$ cat src/common/bftcra_pkg.sv
// constants and types for the framer control and alarm register bank
package bftcra_pkg;
    // register indices; the byte address is four times the index
    localparam logic [5:0] IDX_TX_FRAME_ERROR_CONFIG = 6'h29;
    localparam logic [5:0] IDX_E1_TX_FORMATTER_CONFIG = 6'h2a;
    localparam logic [5:0] IDX_RX_STATUS_SUMMARY = 6'h30;
    localparam logic [5:0] IDX_RX_ALARM_LIVE = 6'h31;
    localparam logic [5:0] IDX_E1_SYNC_LIVE = 6'h32;
    localparam logic [5:0] IDX_RX_ALARM_LATCHED = 6'h33;
    localparam logic [5:0] IDX_RX_INTERRUPT_ENABLE = 6'h34;
    localparam logic [5:0] IDX_LINE_MODE_CONFIG = 6'h3c;

    // reset values
    localparam logic [7:0] RST_TX_FRAME_ERROR_CONFIG = 8'h00;
    localparam logic [7:0] RST_E1_TX_FORMATTER_CONFIG = 8'h00;
    localparam logic [7:0] RST_RX_ALARM_LATCHED = 8'h00;
    localparam logic [7:0] RST_RX_INTERRUPT_ENABLE = 8'h00;
    localparam logic [7:0] RST_LINE_MODE_CONFIG = 8'h00;
    localparam logic [5:0] RST_CRC4_SYNC_COUNTER = 6'h00;

    // tx_frame_error_config fields
    localparam int BIT_TX_FRAMING_SELECT = 2;
    localparam int BIT_VIOLATION_INSERT = 1;

    // e1_tx_formatter_config fields
    localparam int BIT_TS0_PASS_THROUGH = 7;
    localparam int BIT_INTL_BIT_SOURCE = 4;
    localparam int BIT_TX_HDB3_ENABLE = 2;
    localparam int BIT_TX_ALARM_ALL_ONES = 1;
    localparam int BIT_TX_CRC4_ENABLE = 0;

    // rx_status_summary fields
    localparam int BIT_SUM_STATUS_FOUR = 6;
    localparam int BIT_SUM_STATUS_THREE = 1;
    localparam int BIT_SUM_STATUS_ONE = 0;

    // rx_alarm_live field positions; latched falls sit four above
    localparam int BIT_REMOTE_ALARM = 3;
    localparam int BIT_ALL_ONES_ALARM = 2;
    localparam int BIT_SIGNAL_LOSS = 1;
    localparam int BIT_FRAME_LOSS = 0;
    localparam int CLEAR_EVT_SHIFT = 4;

    // e1_sync_live fields
    localparam int BIT_FAS_SEARCH_ACTIVE = 2;
    localparam int BIT_CAS_MF_SEARCH_ACTIVE = 1;
    localparam int BIT_CRC4_MF_SEARCH_ACTIVE = 0;

    // line_mode_config fields
    localparam int BIT_TX_LINE_FORMAT_SELECT = 0;
    localparam int BIT_RX_LINE_FORMAT_SELECT = 1;
    localparam int BIT_RX_CRC4_ENABLE = 2;
    localparam int BIT_TX_BIT7_ZERO_SUPPRESS = 3;

    // channel byte position of transmitted bit 7 (bit 1 is the msb)
    localparam int CHAN_BIT7_POS = 1;
    localparam int CHAN_SI_POS = 7;
    localparam logic [7:0] ALL_ONES_BYTE = 8'hff;
    localparam logic [1:0] VIOLATION_RUN_ONES = 2'h3;

    // violation insertion states
    typedef enum logic [0:0] {
        BPV_IDLE = 1'b0,
        BPV_ARMED = 1'b1
    } bftcra_bpv_state_type;
endpackage

$ cat src/rtl/bftcra_regs.sv
// framer channel control, alarm and sync status registers with apb access
//
// Notes on behaviour
// - in 1.544 mode zero suppress on forces bit 7 high in all-zero channels; off, no stuffing.
// - in 1.544 mode framing bit 0 gives esf, 1 gives sf; unused in 2.048.
// - rising violation-insert bit arms one violation at next three consecutive ones.
// - 2.048 transmit config acts only when transmit format select is one.
// - pass-through on takes timeslot-0 bits from serial input, else from registers.
// - international bit select 0 takes Si from serial input, 1 from registers.
// - hdb3 enable bit turns transmit hdb3 line coding on or off.
// - transmit alarm bit sends unframed all ones instead of data.
// - crc-4 enable bit selects crc-4 multiframe framing for the formatter.
// - summary bits 6, 1, 0 flag unmasked status in status registers 4, 3, 1.
// - summary flag clears when no unmasked status remains; masked bits ignored.
// - live alarms: remote bit 3, all ones bit 2, signal loss 1, frame loss 0.
// - six-bit crc-4 sync counter counts search timeouts and wraps to zero.
// - sync counter clears on crc-4 multiframe sync or receive crc-4 disabled.
// - sync live bits 7..3 show counter bits 5,4,3,2,0; bit 1 hidden.
// - search flags read one while searching: fas bit 2, cas 1, crc-4 0.
// - 2.048 sync fields meaningful only in 2.048 receive mode.
// - latched bits 7..4 set on falling remote, all-ones, signal loss, frame loss.
// - latched bits clear only on written one; written zero leaves them.
// - set latched bit with its enable drives the interrupt request output.
// - latched bits 3..0 set on rising alarms and clear on written one.
// - enable register holds one enable per latched bit; 0 masks, 1 enables.
//
// Implementation choice: the APB interface to the registers.
`timescale 1ns/1ns
`default_nettype none
module bftcra_regs (
    input wire logic core_clk,
    input wire logic reset,
    // apb slave
    input wire logic psel,
    input wire logic penable,
    input wire logic pwrite,
    input wire logic [7:0] paddr,
    input wire logic [31:0] pwdata,
    output logic [31:0] prdata,
    output logic pready,
    output logic pslverr,
    // transmit channel stream
    input wire logic tx_chan_valid,
    input wire logic [7:0] tx_chan_data,
    input wire logic tx_chan_ts0,
    input wire logic tx_chan_nonalign,
    input wire logic [7:0] tx_serial_in,
    input wire logic [7:0] tx_align_word_reg,
    input wire logic [7:0] tx_nonalign_word_reg,
    output logic tx_out_valid,
    output logic [7:0] tx_out_data,
    // transmit line bits watched for violation placement
    input wire logic tx_line_bit_valid,
    input wire logic tx_line_bit,
    output logic tx_bpv_insert,
    // formatter mode outputs
    output logic tx_superframe,
    output logic tx_hdb3_enable,
    output logic tx_crc4_enable,
    output logic tx_alarm_all_ones,
    // receive framer live conditions
    input wire logic remote_alarm,
    input wire logic all_ones_alarm,
    input wire logic signal_loss,
    input wire logic frame_loss,
    input wire logic fas_search_active,
    input wire logic cas_mf_search_active,
    input wire logic crc4_mf_search_active,
    input wire logic crc4_search_timeout,
    input wire logic crc4_sync_achieved,
    input wire logic rx_status_reg_four_pending,
    input wire logic rx_status_reg_three_pending,
    output logic rx_crc4_enable,
    output logic interrupt_request_out
);
    logic [7:0] tx_frame_error_config;
    logic [7:0] e1_tx_formatter_config;
    logic [7:0] rx_alarm_latched;
    logic [7:0] rx_interrupt_enable_reg;
    logic [7:0] line_mode_config;
    logic [3:0] alarm_live;
    logic [5:0] crc4_sync_counter;
    logic [1:0] ones_run;
    logic violation_prev;
    bftcra_pkg::bftcra_bpv_state_type bpv_state;
    bftcra_pkg::bftcra_bpv_state_type next_bpv_state;
    logic [5:0] acc_index;
    logic wr_access;
    logic rd_setup;
    logic addr_mapped;
    logic [7:0] wbyte;
    logic e1_tx;
    logic e1_rx;
    logic zero_suppress;
    logic [3:0] alarm_now;
    logic [7:0] latch_set;
    logic [7:0] latch_clr;
    logic [7:0] rx_status_summary;
    logic [7:0] e1_sync_live;
    logic [7:0] read_mux;
    logic [7:0] ts0_byte;
    logic [7:0] next_tx_data;

    // bus decode
    assign acc_index = paddr[7:2];
    assign wbyte = pwdata[7:0];
    assign wr_access = psel && penable && pwrite;
    assign rd_setup = psel && !penable && !pwrite;
    assign pready = 1'b1;
    assign pslverr = psel && penable && !addr_mapped;

    // mode bits of the own configuration register
    assign e1_tx = line_mode_config[bftcra_pkg::BIT_TX_LINE_FORMAT_SELECT];
    assign e1_rx = line_mode_config[bftcra_pkg::BIT_RX_LINE_FORMAT_SELECT];
    assign rx_crc4_enable = line_mode_config[bftcra_pkg::BIT_RX_CRC4_ENABLE];
    assign zero_suppress = line_mode_config[bftcra_pkg::BIT_TX_BIT7_ZERO_SUPPRESS];

    // address map check
    always_comb begin
        case (acc_index)
            bftcra_pkg::IDX_TX_FRAME_ERROR_CONFIG,
            bftcra_pkg::IDX_E1_TX_FORMATTER_CONFIG,
            bftcra_pkg::IDX_RX_STATUS_SUMMARY,
            bftcra_pkg::IDX_RX_ALARM_LIVE,
            bftcra_pkg::IDX_E1_SYNC_LIVE,
            bftcra_pkg::IDX_RX_ALARM_LATCHED,
            bftcra_pkg::IDX_RX_INTERRUPT_ENABLE,
            bftcra_pkg::IDX_LINE_MODE_CONFIG: addr_mapped = 1'b1;
            default: addr_mapped = 1'b0;
        endcase
    end

    // writable configuration registers
    always_ff @(posedge core_clk or posedge reset) begin
        if (reset) begin
            tx_frame_error_config <= bftcra_pkg::RST_TX_FRAME_ERROR_CONFIG;
            e1_tx_formatter_config <= bftcra_pkg::RST_E1_TX_FORMATTER_CONFIG;
            rx_interrupt_enable_reg <= bftcra_pkg::RST_RX_INTERRUPT_ENABLE;
            line_mode_config <= bftcra_pkg::RST_LINE_MODE_CONFIG;
        end else if (wr_access) begin
            case (acc_index)
                bftcra_pkg::IDX_TX_FRAME_ERROR_CONFIG: begin
                    tx_frame_error_config <= wbyte & 8'h06;
                end
                bftcra_pkg::IDX_E1_TX_FORMATTER_CONFIG: begin
                    e1_tx_formatter_config <= wbyte & 8'h97;
                end
                bftcra_pkg::IDX_RX_INTERRUPT_ENABLE: begin
                    rx_interrupt_enable_reg <= wbyte;
                end
                bftcra_pkg::IDX_LINE_MODE_CONFIG: begin
                    line_mode_config <= wbyte & 8'h0f;
                end
                default: begin
                end
            endcase
        end
    end

    // formatter mode outputs
    // framing select
    assign tx_superframe = !e1_tx && tx_frame_error_config[bftcra_pkg::BIT_TX_FRAMING_SELECT];
    assign tx_hdb3_enable = e1_tx && e1_tx_formatter_config[bftcra_pkg::BIT_TX_HDB3_ENABLE];
    assign tx_crc4_enable = e1_tx && e1_tx_formatter_config[bftcra_pkg::BIT_TX_CRC4_ENABLE];
    assign tx_alarm_all_ones = e1_tx && e1_tx_formatter_config[bftcra_pkg::BIT_TX_ALARM_ALL_ONES];

    // timeslot-0 source selection
    always_comb begin
        ts0_byte = tx_chan_nonalign ? tx_nonalign_word_reg : tx_align_word_reg;
        if (!e1_tx_formatter_config[bftcra_pkg::BIT_INTL_BIT_SOURCE]) begin
            ts0_byte[bftcra_pkg::CHAN_SI_POS] = tx_serial_in[bftcra_pkg::CHAN_SI_POS];
        end
        if (e1_tx_formatter_config[bftcra_pkg::BIT_TS0_PASS_THROUGH]) begin
            ts0_byte = tx_serial_in;
        end
    end

    // outgoing channel byte
    always_comb begin
        next_tx_data = tx_chan_data;
        if (e1_tx) begin
            if (tx_chan_ts0) begin
                next_tx_data = ts0_byte;
            end
            if (tx_alarm_all_ones) begin
                next_tx_data = bftcra_pkg::ALL_ONES_BYTE;
            end
        end else if (zero_suppress && tx_chan_data == 8'h00) begin
            next_tx_data[bftcra_pkg::CHAN_BIT7_POS] = 1'b1;
        end
    end

    // registered channel output
    always_ff @(posedge core_clk or posedge reset) begin
        if (reset) begin
            tx_out_valid <= 1'b0;
            tx_out_data <= 8'h00;
        end else begin
            tx_out_valid <= tx_chan_valid;
            if (tx_chan_valid) begin
                tx_out_data <= next_tx_data;
            end
        end
    end

    // violation arming: rising edge of the stored bit
    always_comb begin
        next_bpv_state = bpv_state;
        case (bpv_state)
            bftcra_pkg::BPV_IDLE: begin
                if (tx_frame_error_config[bftcra_pkg::BIT_VIOLATION_INSERT] && !violation_prev) begin
                    next_bpv_state = bftcra_pkg::BPV_ARMED;
                end
            end
            bftcra_pkg::BPV_ARMED: begin
                if (tx_line_bit_valid && tx_line_bit && ones_run == 2'h2) begin
                    next_bpv_state = bftcra_pkg::BPV_IDLE;
                end
            end
            default: next_bpv_state = bftcra_pkg::BPV_IDLE;
        endcase
    end

    // violation state, ones run and one-shot pulse
    always_ff @(posedge core_clk or posedge reset) begin
        if (reset) begin
            bpv_state <= bftcra_pkg::BPV_IDLE;
            violation_prev <= 1'b0;
            ones_run <= 2'h0;
            tx_bpv_insert <= 1'b0;
        end else begin
            bpv_state <= next_bpv_state;
            violation_prev <= tx_frame_error_config[bftcra_pkg::BIT_VIOLATION_INSERT];
            tx_bpv_insert <= (bpv_state == bftcra_pkg::BPV_ARMED) && tx_line_bit_valid && tx_line_bit
                && ones_run == 2'h2;
            if (tx_line_bit_valid) begin
                if (!tx_line_bit || ones_run == bftcra_pkg::VIOLATION_RUN_ONES) begin
                    ones_run <= tx_line_bit ? 2'h1 : 2'h0;
                end else begin
                    ones_run <= ones_run + 2'h1;
                end
            end
        end
    end

    // live alarm capture
    // live conditions
    assign alarm_now = {remote_alarm, all_ones_alarm, signal_loss, frame_loss};
    always_ff @(posedge core_clk or posedge reset) begin
        if (reset) begin
            alarm_live <= 4'h0;
        end else begin
            alarm_live <= alarm_now;
        end
    end

    // edge events and write-one clears
    // falling edges high nibble
    assign latch_set = {alarm_live & ~alarm_now, ~alarm_live & alarm_now};
    assign latch_clr = (wr_access && acc_index == bftcra_pkg::IDX_RX_ALARM_LATCHED) ? wbyte : 8'h00;

    // latched alarm events
    always_ff @(posedge core_clk or posedge reset) begin
        if (reset) begin
            rx_alarm_latched <= bftcra_pkg::RST_RX_ALARM_LATCHED;
        end else begin
            rx_alarm_latched <= (rx_alarm_latched & ~latch_clr) | latch_set;
        end
    end

    // interrupt request
    // enabled events request
    assign interrupt_request_out = |(rx_alarm_latched & rx_interrupt_enable_reg);

    // summary of status registers
    // summary flags
    always_comb begin
        rx_status_summary = 8'h00;
        rx_status_summary[bftcra_pkg::BIT_SUM_STATUS_ONE] = interrupt_request_out;
        rx_status_summary[bftcra_pkg::BIT_SUM_STATUS_THREE] = rx_status_reg_three_pending;
        rx_status_summary[bftcra_pkg::BIT_SUM_STATUS_FOUR] = rx_status_reg_four_pending;
    end

    // crc-4 sync counter
    always_ff @(posedge core_clk or posedge reset) begin
        if (reset) begin
            crc4_sync_counter <= bftcra_pkg::RST_CRC4_SYNC_COUNTER;
        end else if (!rx_crc4_enable || crc4_sync_achieved) begin
            crc4_sync_counter <= bftcra_pkg::RST_CRC4_SYNC_COUNTER;
        end else if (crc4_search_timeout) begin
            crc4_sync_counter <= crc4_sync_counter + 6'h01;
        end
    end

    // sync live view, zero outside 2.048 receive mode
    always_comb begin
        e1_sync_live = 8'h00;
        if (e1_rx) begin
            e1_sync_live[7:3] = {crc4_sync_counter[5:2], crc4_sync_counter[0]};
            e1_sync_live[bftcra_pkg::BIT_FAS_SEARCH_ACTIVE] = fas_search_active;
            e1_sync_live[bftcra_pkg::BIT_CAS_MF_SEARCH_ACTIVE] = cas_mf_search_active;
            e1_sync_live[bftcra_pkg::BIT_CRC4_MF_SEARCH_ACTIVE] = crc4_mf_search_active;
        end
    end

    // read multiplexer
    always_comb begin
        case (acc_index)
            bftcra_pkg::IDX_TX_FRAME_ERROR_CONFIG: read_mux = tx_frame_error_config;
            bftcra_pkg::IDX_E1_TX_FORMATTER_CONFIG: read_mux = e1_tx_formatter_config;
            bftcra_pkg::IDX_RX_STATUS_SUMMARY: read_mux = rx_status_summary;
            bftcra_pkg::IDX_RX_ALARM_LIVE: read_mux = {4'h0, alarm_live};
            bftcra_pkg::IDX_E1_SYNC_LIVE: read_mux = e1_sync_live;
            bftcra_pkg::IDX_RX_ALARM_LATCHED: read_mux = rx_alarm_latched;
            bftcra_pkg::IDX_RX_INTERRUPT_ENABLE: read_mux = rx_interrupt_enable_reg;
            bftcra_pkg::IDX_LINE_MODE_CONFIG: read_mux = line_mode_config;
            default: read_mux = 8'h00;
        endcase
    end

    // read data captured in the setup cycle, held through access
    always_ff @(posedge core_clk or posedge reset) begin
        if (reset) begin
            prdata <= 32'h00000000;
        end else if (rd_setup) begin
            prdata <= {24'h000000, read_mux};
        end
    end
endmodule
`default_nettype wire

$ cat config.mk
export PLATFORM = sky130hd
export DESIGN_NAME = bftcra_regs
export DESIGN_NICKNAME = d
export VERILOG_FILES = /design/src/common/bftcra_pkg.sv /design/src/rtl/bftcra_regs.sv
export SDC_FILE = /design/constraint.sdc
export NUM_CORES = 1
export LEC_CHECK = 0
export ABC_CLOCK_PERIOD_IN_PS = 1750
export BUFFER_PORTS_ARGS = -buffer_cell sky130_fd_sc_hd__buf_2
export CORE_ASPECT_RATIO = 0.75
export CORE_MARGIN = 8
export CORE_UTILIZATION = 40
export DETAILED_ROUTE_END_ITERATION = 10
export GPL_ROUTABILITY_DRIVEN = 0
export PLACE_DENSITY = 0.7
export SLEW_MARGIN = 0
export SYNTH_ARGS = -nofsm -noshare
export SYNTH_HDL_FRONTEND = slang
export SYNTH_SLANG_ARGS = --single-unit
$ cat constraint.sdc
create_clock -name core_clk -period 1.75 [get_ports core_clk]
set_input_delay 0.2625 -clock core_clk [delete_from_list [all_inputs] [get_ports core_clk]]
set_output_delay 0.2625 -clock core_clk [all_outputs]
set_load 0.05 [all_outputs]
==> flow_summary_export.csv <==
group,metric,value,unit
floorplan,dieArea,0.0114,mm^2
worst_setup_path,cell_with_the_biggest_individual_delay_on_the_critical_path,"sky130_fd_sc_hd__or4bb_1",
clocking,cts_tree,"yes",
worst_setup_path,cp.buffers_inverters,2,
timing,final-setup-viol-count,0,
timing,fin_skew,6.78,ps
yosys,synth_top_area_frac,0.449,
power_and_ir_drop,clkPwrFrac,0.377,
drt,remaining_drc_errors,0,
yosys,synth.ff_latch_count,59,
clocking,numCtsBuffers,9,
clocking,clock_sinks,59,
final_layout,areaGrowthSynthToFinish,26.5,%
worst_setup_path,cp_slowest_stage_delay,520,ps
yosys,post_synth_inst_count,324,
drt,dr_wl_met2,4460,um
final_layout,layout.core_utilization,0.525,
worst_setup_path,startpoint_type,"primary input",
yosys,synth_cell_type_count,49,
global_routing,antenna_found_initial,1,
yosys,netlist_area,0.00329,mm^2
yosys,yosysMostFrequentCell,"sky130_fd_sc_hd__dfrtp_1",
floorplan,die_x,121,um
floorplan,pin_count,143,
worst_setup_path,critical_path_class,"primary input to output port",
floorplan,fp.dieH,94.5,um
drt,drtPass1Iterations,4,
drt,met1Wirelength,4140,um
power_and_ir_drop,power.share.switching,0.305,
drt,drc_violation_total_after_the_first_tritonroute_iteration,189,
timing,achievable-frequency,0.584,GHz
floorplan,initial_utilization,0.415,
clocking,max-clock-path-buffers,2,
drt,drt-wirelength-per-cell,17.3,um
timing,timing.final.crit_share,0.979,
worst_setup_path,critical_path.max_fanout,2,
power_and_ir_drop,total_switching_power,1060,uW
power_and_ir_drop,power.internal,2420,uW
clocking,cts_setup_buffers,0,
yosys,synth_largest_area_cell,"sky130_fd_sc_hd__dfrtp_1",
worst_setup_path,crit_path_leading_delay_family,"simple AND/OR/NAND/NOR gates",
yosys,synth_async_sr_flop_share,1.00,
outcome,status,"complete, no violations",
hold_path,timing.hold.worst.class,"primary input to flop",
worst_setup_path,critical_path.cell_chain,"buf_6, or4bb_1, a21oi_2, o21ai_1, and3_4, buf_8",
drt,drt_wl_total,9380,um
final_layout,layoutNonFillerInstCount,542,
worst_setup_path,timing.critical_path.required,1490,ps
timing,hold_violations,0,
global_routing,globalRouteOverflowTotal,0,
yosys,synth_flop_cell,"sky130_fd_sc_hd__dfrtp_1",
clocking,cts.htree.levels,3,
place,place.port_buffers,91,
timing,finalWorstPathRequiredPeriod,1710,ps
clocking,clockRootBuffer,"sky130_fd_sc_hd__clkbuf_8",
yosys,post_synth_main_area_contributors,"sky130_fd_sc_hd__dfrtp_1 45%, sky130_fd_sc_hd__mux2_2 8.9%, sky130_fd_sc_hd__buf_4 5.9%, sky130_fd_sc_hd__mux2i_1 4.9%, sky130_fd_sc_hd__nand2_1 4.5%",
clocking,clk-insertion-delay-late,330,ps
timing,drv_slew,0,
worst_setup_path,cp_data_arrival_time,1450,ps
place,placedCellCount,525,
power_and_ir_drop,power.ir.vdd_worst,0.440,mV
yosys,syn_avg_cell_area,10.1,um^2
floorplan,fp-row-count,28,
drt,detailroute.wirelength.met3,646,um
final_layout,final_layout_size_suffix_gt1_frac,0.382,
drt,post_drt_antenna_nets,0,
power_and_ir_drop,seqPwrFrac,0.427,
global_routing,grt_first_pass_wirelength,14900,um
yosys,list_of_most_frequent_post_synthesis_cells,"59 x sky130_fd_sc_hd__dfrtp_1, 39 x sky130_fd_sc_hd__nand2_1, 26 x sky130_fd_sc_hd__buf_4, 26 x sky130_fd_sc_hd__mux2_2, 18 x sky130_fd_sc_hd__o21ai_0",
worst_setup_path,critical_path.endpoint_type,"output port",
power_and_ir_drop,power-per-cell-area,838,mW/mm^2
power_and_ir_drop,power_frac_comb,0.197,
job,drv.max_cap_violation_count,0,
floorplan,core_area,0.00792,mm^2
drt,route.top_layer_used,"met5",
global_routing,vias_in_the_first_global_route,2851,
clocking,reg_clk_slew_reported_paths,70,ps
final_layout,nNetsFinal,528,
power_and_ir_drop,p_leak,0.00207,uW
yosys,ys_warn_count,0,
yosys,seq_area_frac_synth,0.449,
place,post-dp-hpwl,7380,um
yosys,synth_edf_count,0,
drt,detail_route.vias_per_cell,5.17,
global_routing,maximum_number_of_pins_on_one_net_before_global_route_repair,60,
final_layout,diodes,0,
drt,route.vias.total,2804,
global_routing,all_layer_global_routing_usage,0.165,
timing,whs,44.5,ps
per-stage QoR:
stage / TNS, ps / setup WS (ps) / cell area, um^2 / total power [uW]
floorplan: 0 / 8.66 / 3370 / 2000
global placement: -317 / -77.3 / 3880 / 2160
detailed placement: -666 / -131 / 3880 / 2180
CTS: 0 / 3.03 / 4130 / 3510
global route: -11.7 / -11.7 / 4160 / 3640
finish: 0 / 37.4 / 4160 / 3480
cells by family (layout without fill, tap and decap cells):
kind of cell	Yosys count	after routing	synth area share
AO/OA/AOI/OAI	64	64	0.131
XOR/XNOR	4	4	0.0107
adder cells (fa/ha/maj)	3	3	0.0114
buffers and inverters	50	140	0.0891
flip-flops	59	59	0.449
multiplexers	43	43	0.145
other	2	25	0.00228
AND/OR/NAND/NOR	99	99	0.161
path summary, 6_finish.rpt:
| check | start | to | slack (ps) | cells after the start |
|---|---|---|---|---|
| worst max-delay path | paddr[4] | pslverr | 40 | 6 |
| worst max register to register | line_mode_config[1]$_DFFE_PP0P_ | prdata[1]$_DFFE_PP0P_ | 150 | 4 |
| max in group asynchronous | reset | tx_out_data[7]$_DFFE_PP0P_ | 970 | 4 |
| min in group asynchronous | reset | violation_prev$_DFF_PP0_ | 510 | 4 |
| worst min register to register | tx_frame_error_config[1]$_DFFE_PP0P_ | violation_prev$_DFF_PP0_ | 460 | 0 |
| worst min-delay path | signal_loss | alarm_live[1]$_DFF_PP0_ | 40 | 1 |
per-layer routing:
layer	vias to the layer above	global-route usage
met4	2	0.0549
met5	-	0
li1	1327	-
met3	10	0.0435
met2	95	0.269
met1	1370	0.211
worst reg2reg max path, stage by stage, from the launching register on:
cell	delay, ps
sky130_fd_sc_hd__dfrtp_1	380
sky130_fd_sc_hd__and2_0	140
sky130_fd_sc_hd__mux4_2	470
sky130_fd_sc_hd__a221oi_2	360
sky130_fd_sc_hd__o21ai_0	110
layout make-up:
cell class                 count  area, um^2
tap                          105         131
fill                         739        3760
timing repair buffer         114         671
clock inverter                 4        47.5
multi-input combinational    238        1630
sequential                    59        1480
clock buffer                  12         165
inverter                      10        37.5
power by group through the flow:
stage	registers, uW	logic, uW	clock network [uW]
5_1_grt	1500	737	1410
4_1_cts	1490	682	1340
6_report	1490	685	1310
3_5_place_dp	1510	668	0
2_1_floorplan	1590	409	0
3_3_place_gp	1510	650	0
cell usage in the layout (no fill, tap or decap), types with 4 or more instances in the layout:
cell | netlist | final
sky130_fd_sc_hd__a21oi_1 | 12 | 10
sky130_fd_sc_hd__a221oi_1 | 5 | 4
sky130_fd_sc_hd__a22o_1 | 4 | 4
sky130_fd_sc_hd__a22oi_1 | 8 | 7
sky130_fd_sc_hd__buf_2 | 6 | 86
sky130_fd_sc_hd__buf_4 | 26 | 23
sky130_fd_sc_hd__clkbuf_8 | 0 | 12
sky130_fd_sc_hd__conb_1 | 2 | 25
sky130_fd_sc_hd__dfrtp_1 | 59 | 59
sky130_fd_sc_hd__inv_1 | 10 | 9
sky130_fd_sc_hd__mux2_2 | 26 | 26
sky130_fd_sc_hd__mux2i_1 | 16 | 16
sky130_fd_sc_hd__nand2_1 | 39 | 39
sky130_fd_sc_hd__nand3b_1 | 5 | 5
sky130_fd_sc_hd__nand4_1 | 5 | 5
sky130_fd_sc_hd__nor2_1 | 17 | 17
sky130_fd_sc_hd__nor2b_1 | 5 | 5
sky130_fd_sc_hd__o21ai_0 | 18 | 17
sky130_fd_sc_hd__o2bb2ai_1 | 4 | 4
what timing repair did:
action                                  4_1_cts  5_1_grt
gates cloned                                  0        0
pin swaps                                     3        5
endpoints found under the setup margin        2        3
endpoints found under the hold margin        59        0
hold buffers                                  1        0
gates resized for setup                       8        6
No activity file was read; power rests on OpenSTA's default activity.
